==> src/dcfg_pkg.sv <==
// How it works
// - Bit 7 is spare storage only.
// - Plain read allowed; burst releases after next.
// - Plain reads become line reads; release at line.
// - Slow bit doubles external SCB RAM cycle.
// - Check SCB parity when enabled and RAM present.
// - Force bit makes generators produce even parity.
// - Every stored byte gets generated parity.
// - Every read byte checked, error flagged.
// - Dual address only when enabled and page nonzero.
// - Polarity bit sets termination output level.
// - Polarity cleared by pin reset only.
// - Enable bit selects differential drive mode.
// - Single-user mode strapped at reset; drive port.
// - RAM-present mode strapped at reset.
// - Voltage sense reported and steers pin cells.
// - Shared read data captured once pause acknowledged.
// - Soft reset clears device space only.
// - Unused bits zero; undefined config reads return zero.
// - Identity registers readable without pausing.
// - Shared access stretched until pause acknowledged.
// - No device response when both spaces disabled.
// - Option register cleared only by pin reset.
package dcfg_pkg;

	// ***************************************************
	// Register map
	// ***************************************************
	localparam logic [7:0] DEVICE_OPTION_REG_OFS = 8'h40;
	localparam logic [7:0] STRAP_STATUS_REG_OFS  = 8'h41;
	localparam logic [7:0] VENDOR_CODE_REG_OFS   = 8'h80;
	localparam logic [7:0] PRODUCT_CODE_REG_OFS  = 8'h82;
	localparam logic [7:0] ZERO_READ_OFS         = 8'h8F;
	localparam logic [7:0] OPTION_RESET          = 8'h00;
	localparam logic [4:0] STATUS_UNUSED         = 5'h00;

	// ***************************************************
	// PCI memory read command codes
	// ***************************************************
	localparam logic [3:0] CMD_MEM_READ      = 4'h6;
	localparam logic [3:0] CMD_MEM_READ_LINE = 4'hE;

	// ***************************************************
	// SCB RAM cycle lengths in clocks
	// ***************************************************
	localparam logic [1:0] SCB_CYCLE_NORMAL = 2'h1;
	localparam logic [1:0] SCB_CYCLE_SLOW   = 2'h2;

	typedef struct packed {
		logic spare_config_bit;
		logic plain_read_cmd_enable;
		logic slow_scb_ram_cycle;
		logic ext_scb_parity_check_enable;
		logic force_even_parity;
		logic dual_addr_cycle_enable;
		logic term_power_polarity;
		logic diff_active_negation_enable;
	} dcfg_option_t;

	typedef struct packed {
		logic mem_port_single_user;
		logic ext_ram_present;
		logic bus_voltage_sense;
	} dcfg_strap_t;

	typedef struct packed {
		logic       req;
		logic       we;
		logic [7:0] addr;
		logic [7:0] wdata;
	} dcfg_access_t;

	typedef enum logic [1:0] {
		DCFG_IDLE  = 2'b00,
		DCFG_PAUSE = 2'b01,
		DCFG_DONE  = 2'b11
	} dcfg_state_t;

endpackage

==> src/dcfg_top.sv <==
`timescale 1ns/100ps
module dcfg_top #(
	parameter logic [15:0] VENDOR_CODE  = 16'h1234,
	parameter logic [15:0] PRODUCT_CODE = 16'h5678
) (
	input  wire logic                  ref_clk,
	input  wire logic                  rst_n,
	input  wire logic                  soft_chip_reset,
	input  wire dcfg_pkg::dcfg_access_t cfg_acc,
	output logic                       cfg_ack,
	output logic [7:0]                 cfg_rdata,
	input  wire dcfg_pkg::dcfg_access_t dev_acc,
	output logic                       dev_ack,
	output logic [7:0]                 dev_rdata,
	input  wire logic                  io_space_enable,
	input  wire logic                  mem_space_enable,
	input  wire logic                  pause_acknowledge,
	output logic                       auto_access_pause,
	input  wire logic [7:0]            internal_reg_data_bus,
	output logic                       shared_wr,
	output logic [7:0]                 shared_addr,
	output logic [7:0]                 shared_wdata,
	input  wire logic                  ext_arb_ack_n_in,
	input  wire logic                  ram_present_strap_n_in,
	input  wire logic                  bus_voltage_in,
	output dcfg_pkg::dcfg_strap_t      strap_status,
	input  wire logic [3:0]            master_cmd_in,
	output logic [3:0]                 master_cmd_out,
	input  wire logic                  lat_timer_expired,
	input  wire logic                  gnt_active,
	output logic                       release_after_next,
	output logic                       release_at_line_end,
	output logic [1:0]                 scb_cycle_clocks,
	output logic                       scb_parity_check_active,
	input  wire logic [7:0]            par_gen_data,
	output logic                       par_gen_bit,
	input  wire logic                  par_chk_valid,
	input  wire logic [7:0]            par_chk_data,
	input  wire logic                  par_chk_bit,
	output logic                       parity_error,
	input  wire logic [31:0]           upper_host_address,
	output logic                       dual_addr_cycle_active,
	input  wire logic                  term_power_request,
	output logic                       term_power_control_out,
	output logic                       diff_active_negation_enable,
	output logic                       mem_port_drive_all,
	output logic                       pin_cell_5v_mode,
	output logic                       spare_config_bit
);

	// ***************************************************
	// Helper functions
	// ***************************************************
	function automatic logic odd_par(input logic [7:0] d);
		odd_par = ~(^d);
	endfunction

	function automatic logic pci_only(input logic [7:0] a);
		pci_only = (a[7:2] == dcfg_pkg::VENDOR_CODE_REG_OFS[7:2]);
	endfunction

	// ***************************************************
	// Strap synchronisers and capture
	// ***************************************************
	logic [2:0]            strap_s1_reg;
	logic [2:0]            strap_s2_reg;
	logic                  pack_s1_reg;
	logic                  pack_s2_reg;
	dcfg_pkg::dcfg_strap_t strap_reg;
	dcfg_pkg::dcfg_strap_t strap_next;

	always_ff @(posedge ref_clk) begin
		strap_s1_reg <= {~ext_arb_ack_n_in, ~ram_present_strap_n_in, bus_voltage_in};
		strap_s2_reg <= strap_s1_reg;
		pack_s1_reg  <= pause_acknowledge;
		pack_s2_reg  <= pack_s1_reg;
	end

	// Straps track the pins while reset is held and freeze at release.
	always_comb begin
		strap_next = strap_reg;
		if (!rst_n) begin
			strap_next = dcfg_pkg::dcfg_strap_t'(strap_s2_reg);
		end
	end

	always_ff @(posedge ref_clk) begin
		strap_reg <= strap_next;
	end

	// ***************************************************
	// Configuration space option register
	// ***************************************************
	dcfg_pkg::dcfg_option_t opt_reg;
	dcfg_pkg::dcfg_option_t opt_next;
	logic                   cfg_ack_reg;
	logic                   cfg_ack_next;
	logic [7:0]             cfg_rdata_reg;
	logic [7:0]             cfg_rdata_next;

	always_comb begin
		opt_next       = opt_reg;
		cfg_ack_next   = cfg_acc.req & ~cfg_ack_reg;
		cfg_rdata_next = cfg_rdata_reg;
		if (cfg_acc.req && !cfg_ack_reg) begin
			cfg_rdata_next = 8'h00;
			if (cfg_acc.addr == dcfg_pkg::DEVICE_OPTION_REG_OFS) begin
				cfg_rdata_next = opt_reg;
				if (cfg_acc.we) begin
					opt_next = dcfg_pkg::dcfg_option_t'(cfg_acc.wdata);
				end
			end else if (cfg_acc.addr == dcfg_pkg::STRAP_STATUS_REG_OFS) begin
				cfg_rdata_next = {dcfg_pkg::STATUS_UNUSED, strap_reg};
			end
		end
		// Soft chip reset is deliberately not looked at here.
		if (!rst_n) begin
			opt_next       = dcfg_pkg::dcfg_option_t'(dcfg_pkg::OPTION_RESET);
			cfg_ack_next   = 1'b0;
			cfg_rdata_next = 8'h00;
		end
	end

	always_ff @(posedge ref_clk) begin
		opt_reg       <= opt_next;
		cfg_ack_reg   <= cfg_ack_next;
		cfg_rdata_reg <= cfg_rdata_next;
	end

	// ***************************************************
	// Device space access with pause stretching
	// ***************************************************
	dcfg_pkg::dcfg_state_t st_reg;
	dcfg_pkg::dcfg_state_t st_next;
	logic                  dack_reg;
	logic                  dack_next;
	logic [7:0]            drd_reg;
	logic [7:0]            drd_next;
	logic                  aap_reg;
	logic                  aap_next;
	logic                  swr_reg;
	logic                  swr_next;
	logic [7:0]            sadr_reg;
	logic [7:0]            sadr_next;
	logic [7:0]            swd_reg;
	logic [7:0]            swd_next;
	logic                  space_on;
	logic                  dev_rst;

	assign space_on = io_space_enable | mem_space_enable;
	assign dev_rst  = !rst_n || soft_chip_reset;

	always_comb begin
		st_next   = st_reg;
		dack_next = 1'b0;
		drd_next  = drd_reg;
		aap_next  = aap_reg;
		swr_next  = 1'b0;
		sadr_next = sadr_reg;
		swd_next  = swd_reg;
		unique case (st_reg)
			dcfg_pkg::DCFG_IDLE: begin
				if (dev_acc.req && space_on) begin
					if (pci_only(dev_acc.addr)) begin
						unique case (dev_acc.addr[1:0])
							2'h0: drd_next = VENDOR_CODE[7:0];
							2'h1: drd_next = VENDOR_CODE[15:8];
							2'h2: drd_next = PRODUCT_CODE[7:0];
							2'h3: drd_next = PRODUCT_CODE[15:8];
						endcase
						dack_next = 1'b1;
						st_next   = dcfg_pkg::DCFG_DONE;
					end else if (dev_acc.addr == dcfg_pkg::ZERO_READ_OFS) begin
						drd_next  = 8'h00;
						dack_next = 1'b1;
						st_next   = dcfg_pkg::DCFG_DONE;
					end else begin
						aap_next = ~pack_s2_reg;
						st_next  = dcfg_pkg::DCFG_PAUSE;
					end
				end
			end
			dcfg_pkg::DCFG_PAUSE: begin
				if (!dev_acc.req || !space_on) begin
					aap_next = 1'b0;
					st_next  = dcfg_pkg::DCFG_IDLE;
				end else if (pack_s2_reg) begin
					drd_next  = internal_reg_data_bus;
					swr_next  = dev_acc.we;
					sadr_next = dev_acc.addr;
					swd_next  = dev_acc.wdata;
					dack_next = 1'b1;
					aap_next  = 1'b0;
					st_next   = dcfg_pkg::DCFG_DONE;
				end else begin
					// A stale synchronised acknowledge may have skipped the request, so raise it now.
					aap_next = 1'b1;
				end
			end
			dcfg_pkg::DCFG_DONE: begin
				if (!dev_acc.req) begin
					st_next = dcfg_pkg::DCFG_IDLE;
				end
			end
			default: begin
				st_next = dcfg_pkg::DCFG_IDLE;
			end
		endcase
		if (dev_rst) begin
			st_next   = dcfg_pkg::DCFG_IDLE;
			dack_next = 1'b0;
			drd_next  = 8'h00;
			aap_next  = 1'b0;
			swr_next  = 1'b0;
			sadr_next = 8'h00;
			swd_next  = 8'h00;
		end
	end

	always_ff @(posedge ref_clk) begin
		st_reg   <= st_next;
		dack_reg <= dack_next;
		drd_reg  <= drd_next;
		aap_reg  <= aap_next;
		swr_reg  <= swr_next;
		sadr_reg <= sadr_next;
		swd_reg  <= swd_next;
	end

	// ***************************************************
	// Datapath controls steered by the option register
	// ***************************************************
	logic [3:0] cmd_next;
	logic       ran_next;
	logic       rle_next;
	logic [1:0] cyc_next;
	logic       spc_next;
	logic       pg_next;
	logic       pe_next;
	logic       dac_next;
	logic       tp_next;
	logic [3:0] cmd_reg;
	logic       ran_reg;
	logic       rle_reg;
	logic [1:0] cyc_reg;
	logic       spc_reg;
	logic       pg_reg;
	logic       pe_reg;
	logic       dac_reg;
	logic       tp_reg;
	logic       lat_drop;

	assign lat_drop = lat_timer_expired & ~gnt_active;

	always_comb begin
		cmd_next = master_cmd_in;
		if (!opt_reg.plain_read_cmd_enable && master_cmd_in == dcfg_pkg::CMD_MEM_READ) begin
			cmd_next = dcfg_pkg::CMD_MEM_READ_LINE;
		end
		ran_next = lat_drop & opt_reg.plain_read_cmd_enable;
		rle_next = lat_drop & ~opt_reg.plain_read_cmd_enable;
		cyc_next = opt_reg.slow_scb_ram_cycle ? dcfg_pkg::SCB_CYCLE_SLOW
			: dcfg_pkg::SCB_CYCLE_NORMAL;
		spc_next = opt_reg.ext_scb_parity_check_enable & strap_reg.ext_ram_present;
		pg_next  = odd_par(par_gen_data) ^ opt_reg.force_even_parity;
		pe_next  = par_chk_valid & (odd_par(par_chk_data) != par_chk_bit);
		dac_next = opt_reg.dual_addr_cycle_enable & (|upper_host_address);
		tp_next  = term_power_request ^ opt_reg.term_power_polarity;
		if (!rst_n) begin
			cmd_next = 4'h0;
			ran_next = 1'b0;
			rle_next = 1'b0;
			cyc_next = dcfg_pkg::SCB_CYCLE_NORMAL;
			spc_next = 1'b0;
			pg_next  = 1'b0;
			pe_next  = 1'b0;
			dac_next = 1'b0;
			tp_next  = 1'b0;
		end
	end

	always_ff @(posedge ref_clk) begin
		cmd_reg <= cmd_next;
		ran_reg <= ran_next;
		rle_reg <= rle_next;
		cyc_reg <= cyc_next;
		spc_reg <= spc_next;
		pg_reg  <= pg_next;
		pe_reg  <= pe_next;
		dac_reg <= dac_next;
		tp_reg  <= tp_next;
	end

	// ***************************************************
	// Outputs
	// ***************************************************
	assign cfg_ack                     = cfg_ack_reg;
	assign cfg_rdata                   = cfg_rdata_reg;
	assign dev_ack                     = dack_reg;
	assign dev_rdata                   = drd_reg;
	assign auto_access_pause           = aap_reg;
	assign shared_wr                   = swr_reg;
	assign shared_addr                 = sadr_reg;
	assign shared_wdata                = swd_reg;
	assign strap_status                = strap_reg;
	assign master_cmd_out              = cmd_reg;
	assign release_after_next          = ran_reg;
	assign release_at_line_end         = rle_reg;
	assign scb_cycle_clocks            = cyc_reg;
	assign scb_parity_check_active     = spc_reg;
	assign par_gen_bit                 = pg_reg;
	assign parity_error                = pe_reg;
	assign dual_addr_cycle_active      = dac_reg;
	assign term_power_control_out      = tp_reg;
	assign diff_active_negation_enable = opt_reg.diff_active_negation_enable;
	assign mem_port_drive_all          = strap_reg.mem_port_single_user;
	assign pin_cell_5v_mode            = strap_reg.bus_voltage_sense;
	assign spare_config_bit            = opt_reg.spare_config_bit;

endmodule

==> config.mk <==
export PLATFORM = sky130hd
export DESIGN_NAME = dcfg_top
export DESIGN_NICKNAME = d
export VERILOG_FILES = /design/src/dcfg_pkg.sv /design/src/dcfg_top.sv
export SDC_FILE = /design/constraint.sdc
export NUM_CORES = 1
export LEC_CHECK = 0
export ABC_AREA = 1
export BUFFER_PORTS_ARGS = -buffer_cell sky130_fd_sc_hd__buf_2
export CORE_MARGIN = 1
export CORE_UTILIZATION = 48
export DETAILED_ROUTE_END_ITERATION = 10
export PLACE_DENSITY = 0.85
export SETUP_SLACK_MARGIN = 0.1
export SLEW_MARGIN = 0
export SYNTH_ARGS = -nofsm -noshare
export SYNTH_HDL_FRONTEND = slang
export SYNTH_SLANG_ARGS = --single-unit
==> constraint.sdc <==
create_clock -name ref_clk -period 2.6 [get_ports ref_clk]
set_input_delay 0.52 -clock ref_clk [delete_from_list [all_inputs] [get_ports ref_clk]]
set_output_delay 0.52 -clock ref_clk [all_outputs]
set_load 0.01 [all_outputs]
Yosys cells after proc, flatten, opt, wreduce, memory -nomap -nowiden. Index checks and enable logic that the tools add are counted.

Word-level logic and storage cells: 127. Output and inout port bits: 56. Bits of input ports: 110. Register bits after elaboration: 70.

Equal/unequal tests: 19. Reduce and logical (&&, ||, !) cells: 23. Bitwise operators: 21. Multiplexer cells: 30.

Operators by type and width (number): 8-bit two-way mux (6); 8-bit case mux with 4 select lines (1); 32-bit OR reduction (1); 8-bit by 7-bit equality test with 1-bit output, second input constant (2); 8-bit case mux with 2 select lines (1); 8-bit parity (2); 2-bit two-way mux (7); 2-bit != test, second input constant (6); 1-bit inverter (11); 1-bit two-way mux (10); 3-bit AND reduction (3); 8-bit equality test, second input constant (1); 1-bit bitwise AND (7); 2-bit equality test, second input constant (3); 6-bit equality test, second input constant (1); 3-bit != test, second input constant (2); 2-bit case mux with 3 select lines (1); 1-bit zero test (5); 5-bit AND reduction (1); 2-bit by 1-bit equality test with 1-bit output, second input constant (2); 4-bit by 3-bit equality test with 1-bit output, second input constant (1); 2-bit zero test (2); 4-bit two-way mux (1); 1-bit case mux with 2 select lines (2); 10 further kinds (14).

Depth between registers and ports, before layout. Gate-level depths: netlist of the first run.

Depth in word-level cells: 5. Mapped depth: 10. Depth with buffers taken out: 10.

Least setup slack after synthesis of the first run. OpenSTA, ideal clock, no wires.

Path type: input to register. Start: in dev_acc[8] (netlist name). End: reg drd_reg[4], in the netlist dev_rdata[4]. Setup time: 0.113 ns. Data required time: 2.487 ns. Slack: 1.195 ns. Arrival time: 1.292 ns. Stages: 8. Path buffers: 0. Path through: ha_1 nand3_1 nand2_1 nand2_1 a21oi_2 nand2_1 nand2_1 nor2_1.

Word-level cells in the longest chain between the ends: 3.

RTL lines: start, declared (line dcfg_top.sv:12) `input wire dcfg_pkg::dcfg_access_t dev_acc,`; 8-bit equality test (line dcfg_top.sv:173) `end else if (dev_acc.addr == dcfg_pkg::ZERO_READ_OFS) begin`; 3-bit != test (no source line); 5-bit AND reduction (no source line); end signal, assigned (line dcfg_top.sv:223) `drd_reg <= drd_next;`; end, declared (line dcfg_top.sv:137) `logic [7:0] drd_reg;`.

No other way between the ends. A chain may end at the register's enable or synchronous reset.

Worst setup path in the final report of the first run.
Start: reg st_reg[0]. End: reg swd_reg[2], in the netlist shared_wdata[2].

Word-level cells in the longest chain between the ends: 2.

RTL lines: start, declared (line dcfg_top.sv:133) `dcfg_pkg::dcfg_state_t st_reg;`; start signal, assigned (line dcfg_top.sv:221) `st_reg <= st_next;`; 2-bit by 1-bit equality test with 1-bit output (line dcfg_top.sv:161) `unique case (st_reg)`; 3-bit AND reduction (no source line); end signal, assigned (line dcfg_top.sv:227) `swd_reg <= swd_next;`; end, declared (line dcfg_top.sv:145) `logic [7:0] swd_reg;`.

No other way between the ends.

==> run_results.csv, run 1 <==
group,metric,value,unit
outcome,outcome,"finished, final reports clean",
placed_design,port_buffers,165,
worst_hold_path,hold_class,"in -> reg",
route,ant_nets,0,
logic_synthesis,ys_ff_latch,70,
sta,max_freq,0.636,GHz
clock_network,cts_root_buffer,"clkbuf_8",
clock_network,clkLatencyLatePin,330,ps
logic_synthesis,syn-num-nets,541,
pwr,p_total,2.22,mW
worst_setup_path,slowest_delay,480,ps
worst_setup_path,path_common_cell,"nor2_1",
floorplan,rows,28,
worst_hold_path,hp-start,"bus_voltage_in",
sta,worstMarginPinSlew,531,ps
logic_synthesis,ys_types,32,
logic_synthesis,ys_warn_count,0,
clock_network,cts_sinks,70,
worst_setup_path,cp-startpoint,"st_reg[0]$_SDFFE_PP0P_",
worst_setup_path,r2r_start,"st_reg[0]$_SDFFE_PP0P_",
cells_and_area,multi_input_area,1420,um2
global_routing,grt_max_degree,25,
logic_synthesis,synth_compound_area_frac,0.101,
logic_synthesis,avgSynthCellArea,7.25,um2
floorplan,core-area,6060,um2
route,wl_per_cell,11.6,um
logic_synthesis,synth-xor-area-share,0.0113,
clock_network,postCtsSetupRepairBufs,0,
worst_setup_path,crit_slowest_cell,"nor3_4",
sta,maxSlewViolCount,0,
floorplan,io_pins,166,
placed_design,place_inst,661,
worst_setup_path,r2r_cells,5,
logic_synthesis,ys.flop_type,"dfxtp_1",
worst_setup_path,cp.required,2820,ps
sta,fin_crit_sh,0.605,
global_routing,grt_pass1_vias,3014,
sta,rsz0062_at_grt,"no",
logic_synthesis,synth_top_family_by_area,"simple AND/OR/NAND/NOR gates",
logic_synthesis,seq_area_frac_synth,0.462,
clock_network,ctsResizeCount,0,
placed_design,post-dp-hpwl,6240,um
run,cap_violations,0,
cells_and_area,nets,711,
worst_setup_path,r2r_end,"shared_wdata[2]$_SDFFE_PP0P_",
logic_synthesis,synth_most_common_cell,"nand2_1",
logic_synthesis,muxShareOfSynthArea,0,
cells_and_area,antenna_cells,0,
global_routing,grt_overflow,0,
sta,hold_slack,295,ps
placed_design,place_area,3980,um2
cells_and_area,seqCellArea,1430,um2
global_routing,grt_pass1_wl,12200,um
route,drc,0,
sta,hold_viol_final,0,
logic_synthesis,async_flop_share,0,
route,postRouteWirelength,7850,um
floorplan,die_x,82.3,um
clock_network,cts_tree,"yes",
clock_network,cts_made_buffers,9,
route,drtIter0Drc,92,
pwr,p_leak,2.25,nW
cells_and_area,fillers,531,
global_routing,track_usage,0.237,
cells_and_area,layout-drive-gt1-share,0.355,
route,avgViaCountPerCell,4.88,
worst_setup_path,reg2reg_setup_slack,1030,ps
logic_synthesis,synthCells,427,
pwr,powerDensity,533,nW/um2
logic_synthesis,synth_edf_count,3,
worst_setup_path,cp-start-kind,"flop",
sta,finalCriticalPeriod,1570,ps
logic_synthesis,yosys.area_share.adder,0.0162,
logic_synthesis,synth-simple-area-share,0.329,
sta,relSlewSlack,0.645,
placed_design,gp_congestion,0.775,
sta,layout_setup_ws,1030,ps
global_routing,antenna_found_initial,0,
clock_network,cts_hold_buffers,0,
logic_synthesis,synthTopCellsByCount,"nand2_1, nor2_1, dfxtp_1",
floorplan,die_y,82.3,um
logic_synthesis,synth_top_cell_area_share,0.433,
route,vias,3305,
worst_setup_path,critPathMaxFanout,15,
sta,setup_viol,0,
cells_and_area,final_core_util,0.687,
clock_network,htreeDepth,3,
clock_network,cts_buffer_depth,2,
placed_design,dpl_worst_slack,753,ps
logic_synthesis,syn_area,3100,um2
pwr,max-vdd-ir-drop,408,uV
logic_synthesis,synth_area_leaders,"dfxtp_1, nand2_1, nor2_1, inv_1, nand3_1",
sta,tns,0,ps
sta,skew,10.5,ps
logic_synthesis,synth_top_area_cell,"dfxtp_1",
floorplan,die_area,6770,um2
route,dr.pass1.iters,4,
floorplan,start_util,0.511,
worst_setup_path,endpoint_kind,"flop",
cells_and_area,design_area,4170,um2
worst_setup_path,critPathCapture,"shared_wdata[2]$_SDFFE_PP0P_",
clock_network,cts.reportedPaths.clkPinSlew,80,ps
cells_and_area,area_delta_synth_final,34.6,%
worst_setup_path,crit_type,"reg -> reg",
worst_setup_path,path_cells,"nand2_2 -> nor3_4 -> inv_2 -> nor2_1 -> nor2_1",
cells_and_area,finalNonFillerCells,677,
worst_setup_path,cp.arrival,1790,ps
## critical path, delay by kind of cell (launching register included)
kind / cells / cell delay, ps
flip-flops: 1 / 440
buffers and inverters: 1 / 200
AND/OR/NAND/NOR: 4 / 820
## cell type report
| cell class | count | area share |
|---|---|---|
| tap | 75 | 0.0225 |
| clock inverter | 7 | 0.0156 |
| timing repair buffer | 170 | 0.207 |
| multi-input combinational | 300 | 0.340 |
| inverter | 46 | 0.0414 |
| sequential | 70 | 0.344 |
| clock buffer | 9 | 0.0297 |
## metal layers
layer	vias to the layer above	wire length (um)	GRT usage	share of wire
met3	14	528	0.0527	0.067
met5	-	0	0	0
li1	1678	-	-	-
met4	0	98	0.0895	0.012
met1	1484	3200	0.239	0.41
met2	129	4020	0.465	0.51
## report_power, final
group	leakage, nW	switching (mW)	internal [mW]	total, mW
Sequential	0.575	0.0113	1.11	1.12
Clock	0.0964	0.390	0.436	0.826
Combinational	1.58	0.151	0.125	0.277
## layout by cell type, fill, tap and decap left out, drive strengths merged
cell | netlist | final
a21oi | 31 | 31
a31oi | 2 | 2
and2 | 1 | 1
buf | 8 | 170
bufinv | 0 | 1
clkbuf | 3 | 9
clkinv | 0 | 5
clkinvlp | 0 | 1
dfxtp | 67 | 67
edfxtp | 3 | 3
ha | 4 | 4
inv | 46 | 46
nand2 | 114 | 114
nand3 | 30 | 30
nand3b | 1 | 1
nand4 | 2 | 2
nor2 | 79 | 79
nor3 | 3 | 3
nor3b | 1 | 1
o21ai | 24 | 24
o21bai | 1 | 1
or2 | 3 | 3
xnor2 | 4 | 4
## how the worst min path moves through the flow
stage / depth (start not counted) / slack, ps / to
global placement: 0 / 310 / strap_s2_reg[0]$_DFF_P_
finish: 1 / 290 / strap_s1_reg[0]$_DFF_P_
CTS: 1 / 280 / strap_s1_reg[0]$_DFF_P_
global route: 1 / 280 / pack_s1_reg$_DFF_P_
detailed placement: 0 / 310 / strap_s2_reg[2]$_DFF_P_
floorplan: 0 / 310 / pack_s2_reg$_DFF_P_
## cell families (layout without fill, tap and decap cells)
kind of cell / count (synthesis) / count (layout)
buf+inv: 57 / 232
simple gates: 234 / 234
flops: 70 / 70
fa+ha+maj: 4 / 4
xor+xnor: 4 / 4
compound gates: 58 / 58
Note: power is estimated with default switching activity, not from simulation.
==> inputs of run 2 (changes only) <==
--- a/config.mk
+++ b/config.mk
@@ -8,9 +8,9 @@
 export ABC_AREA = 1
 export BUFFER_PORTS_ARGS = -buffer_cell sky130_fd_sc_hd__buf_2
 export CORE_MARGIN = 1
-export CORE_UTILIZATION = 48
+export CORE_UTILIZATION = 45
 export DETAILED_ROUTE_END_ITERATION = 10
-export PLACE_DENSITY = 0.85
+export PLACE_DENSITY = 0.8
 export SETUP_SLACK_MARGIN = 0.1
 export SLEW_MARGIN = 0
 export SYNTH_ARGS = -nofsm -noshare
==> constraint.sdc (replaced) <==
create_clock -name ref_clk -period 1.55 [get_ports ref_clk]
set_input_delay 0.31 -clock ref_clk [delete_from_list [all_inputs] [get_ports ref_clk]]
set_output_delay 0.31 -clock ref_clk [all_outputs]
set_load 0.01 [all_outputs]
==> run 2 against run 1 <==
Effect of this change: the run now ends with DRC left; final area rose by 2.3%; routed wire length shrank 3.2%; count of clock-buffer cells in the layout unchanged; combinational power grew 71%; first-iteration DRC count grew 12%; fmax rose by 15%; die area grew 6.5%; sequential power increased by 67%; critical endpoint is now shared_addr[3]$_SDFFE_PP0P_.
==> run_results.csv, run 2 (synthesized netlist as in run 1, its figures left out) <==
group,metric,value,unit
worst_setup_path,critPathMaxFanout,12,
global_routing,busiest_layer,"met2",
clock_network,cts.reportedPaths.clkPinSlew,80,ps
outcome,failed_checks,"DRC",
global_routing,gr-usage-met1,0.227,
cells_and_area,seqCellArea,1430,um2
route,vias,3277,
floorplan,die_x,84.9,um
global_routing,track_usage,0.206,
clock_network,cts_sinks,70,
route,wl_per_cell,11.1,um
sta,layout_setup_ws,179,ps
placed_design,place_inst,666,
pwr,seqPwrFrac,0.488,
sta,maxSlewViolCount,0,
clock_network,clkLatencyLatePin,330,ps
route,drtIter0Drc,103,
clock_network,cts_tree,"yes",
global_routing,grt_pass1_wl,12000,um
placed_design,dpl_worst_slack,59.1,ps
global_routing,antenna_found_initial,0,
placed_design,gp_congestion,0.831,
route,drc,13,
global_routing,grt_pass1_vias,2945,
sta,setup_viol,0,
floorplan,start_util,0.477,
sta,relSlewSlack,0.685,
pwr,clkPwrFrac,0.389,
placed_design,port_buffers,165,
cells_and_area,nets,716,
worst_setup_path,crit_type,"reg -> reg",
cells_and_area,multi_input_area,1420,um2
route,ant_nets,0,
floorplan,die_y,84.9,um
floorplan,rows,29,
sta,worstMarginPinSlew,468,ps
worst_setup_path,cp.arrival,1650,ps
run,cap_violations,0,
clock_network,cts_buffer_depth,2,
cells_and_area,mostFrequentLayoutCell,"buf_2",
cells_and_area,layout-drive-gt1-share,0.366,
floorplan,io_pins,166,
sta,hold_viol_final,0,
global_routing,grt_use_met3,0.0593,
floorplan,core-area,6490,um2
cells_and_area,fillers,581,
placed_design,place_area,4020,um2
clock_network,htreeDepth,3,
worst_hold_path,hold_class,"in -> reg",
route,dr.pass1.iters,9,
cells_and_area,area_delta_synth_final,37.6,%
route,avgViaCountPerCell,4.79,
pwr,switchingPower,0.997,mW
clock_network,cts_root_buffer,"clkbuf_8",
sta,skew,4.86,ps
cells_and_area,finalNonFillerCells,684,
cells_and_area,antenna_cells,0,
pwr,p_int,2.84,mW
clock_network,cts_made_buffers,9,
cells_and_area,design_area,4260,um2
worst_setup_path,cp.required,1830,ps
pwr,max-vdd-ir-drop,534,uV
clock_network,cts_hold_buffers,0,
worst_setup_path,endpoint_kind,"flop",
global_routing,grt_overflow,0,
sta,max_freq,0.729,GHz
pwr,powerDensity,900,nW/um2
cells_and_area,mostFrequentLayoutCells,"buf_2, nand2_1, nor2_1",
global_routing,grt_max_degree,25,
pwr,p_leak,2.30,nW
outcome,outcome,"finished, violations left",
pwr,p_comb_frac,0.123,
sta,finalCriticalPeriod,1370,ps
placed_design,post-dp-hpwl,5820,um
sta,rsz0062_at_grt,"no",
sta,fin_crit_sh,0.885,
floorplan,die_area,7210,um2
route,postRouteWirelength,7600,um
pwr,netSwitchingFraction,0.260,
worst_setup_path,cp-start-kind,"flop",
sta,tns,0,ps
global_routing,met2_usage,0.380,
[run 2: changes by cell type in the layout (fill, tap and decap cells not counted), moves of 2 or more]
cell      before  now
inv_6          0    4
dfxtp_1       67   65
clkinv_2       3    1
buf_4          5    8
dfxtp_2        0    2
[run 2: path summary, 6_finish.rpt]
path,startpoint,endpoint,slack (ps),depth (start not counted)
worst max-delay path,st_reg[1]$_SDFFE_PP0P_,shared_addr[3]$_SDFFE_PP0P_,180,7
worst min-delay path,bus_voltage_in,strap_s1_reg[0]$_DFF_P_,70,1
worst max register to register,st_reg[1]$_SDFFE_PP0P_,shared_addr[3]$_SDFFE_PP0P_,180,7
worst min register to register,strap_s1_reg[2]$_DFF_P_,strap_s2_reg[2]$_DFF_P_,330,0
[run 2: cell type report]
| type | instances | area share |
|---|---|---|
| flip-flops and latches | 70 | 0.337 |
| multi-input cells | 300 | 0.334 |
| repair buffers | 175 | 0.219 |
| inverters | 46 | 0.0405 |
| clock buffers | 9 | 0.0291 |
| well taps | 77 | 0.0226 |
| clock inverters | 7 | 0.0185 |
[run 2: metal layers]
| metal | share of wire | up-vias |
|---|---|---|
| met5 | 0 | - |
| met4 | 0.0075 | 0 |
| met3 | 0.074 | 6 |
| met2 | 0.50 | 124 |
| met1 | 0.42 | 1458 |
| li1 | - | 1689 |
[run 2: power by group through the flow]
stage	Sequential (mW)	Clock (mW)	Combinational, mW
final	1.87	1.49	0.473
after global routing	1.88	1.61	0.530
after CTS	1.87	1.53	0.470
after detailed placement	1.91	0	0.468
after global placement	1.91	0	0.456
after floorplan	1.93	0	0.225
[run 2: what timing repair did]
action	in CTS	in global routing
setup buffers	0	1
endpoints found under the setup margin	0	15
gates resized for setup	0	3
[run 2: per-stage QoR]
stage / hold WS (ps) / util / total power [mW]
after floorplan: 310 / - / 2.15
after global placement: 311 / 0.618 / 2.37
after detailed placement: 314 / 0.618 / 2.38
after CTS: 51.8 / 0.649 / 3.87
after global routing: 43.6 / 0.656 / 4.02
final: 71.9 / 0.656 / 3.83
[run 2: worst max-delay path, cell delays in order, from the launching register on]
cell and delay, ps:
dfxtp_2 360, inv_2 80, nand2_2 110, nor3_4 260, buf_4 170, clkbuf_16 150, o21ai_1 70, a21oi_2 110
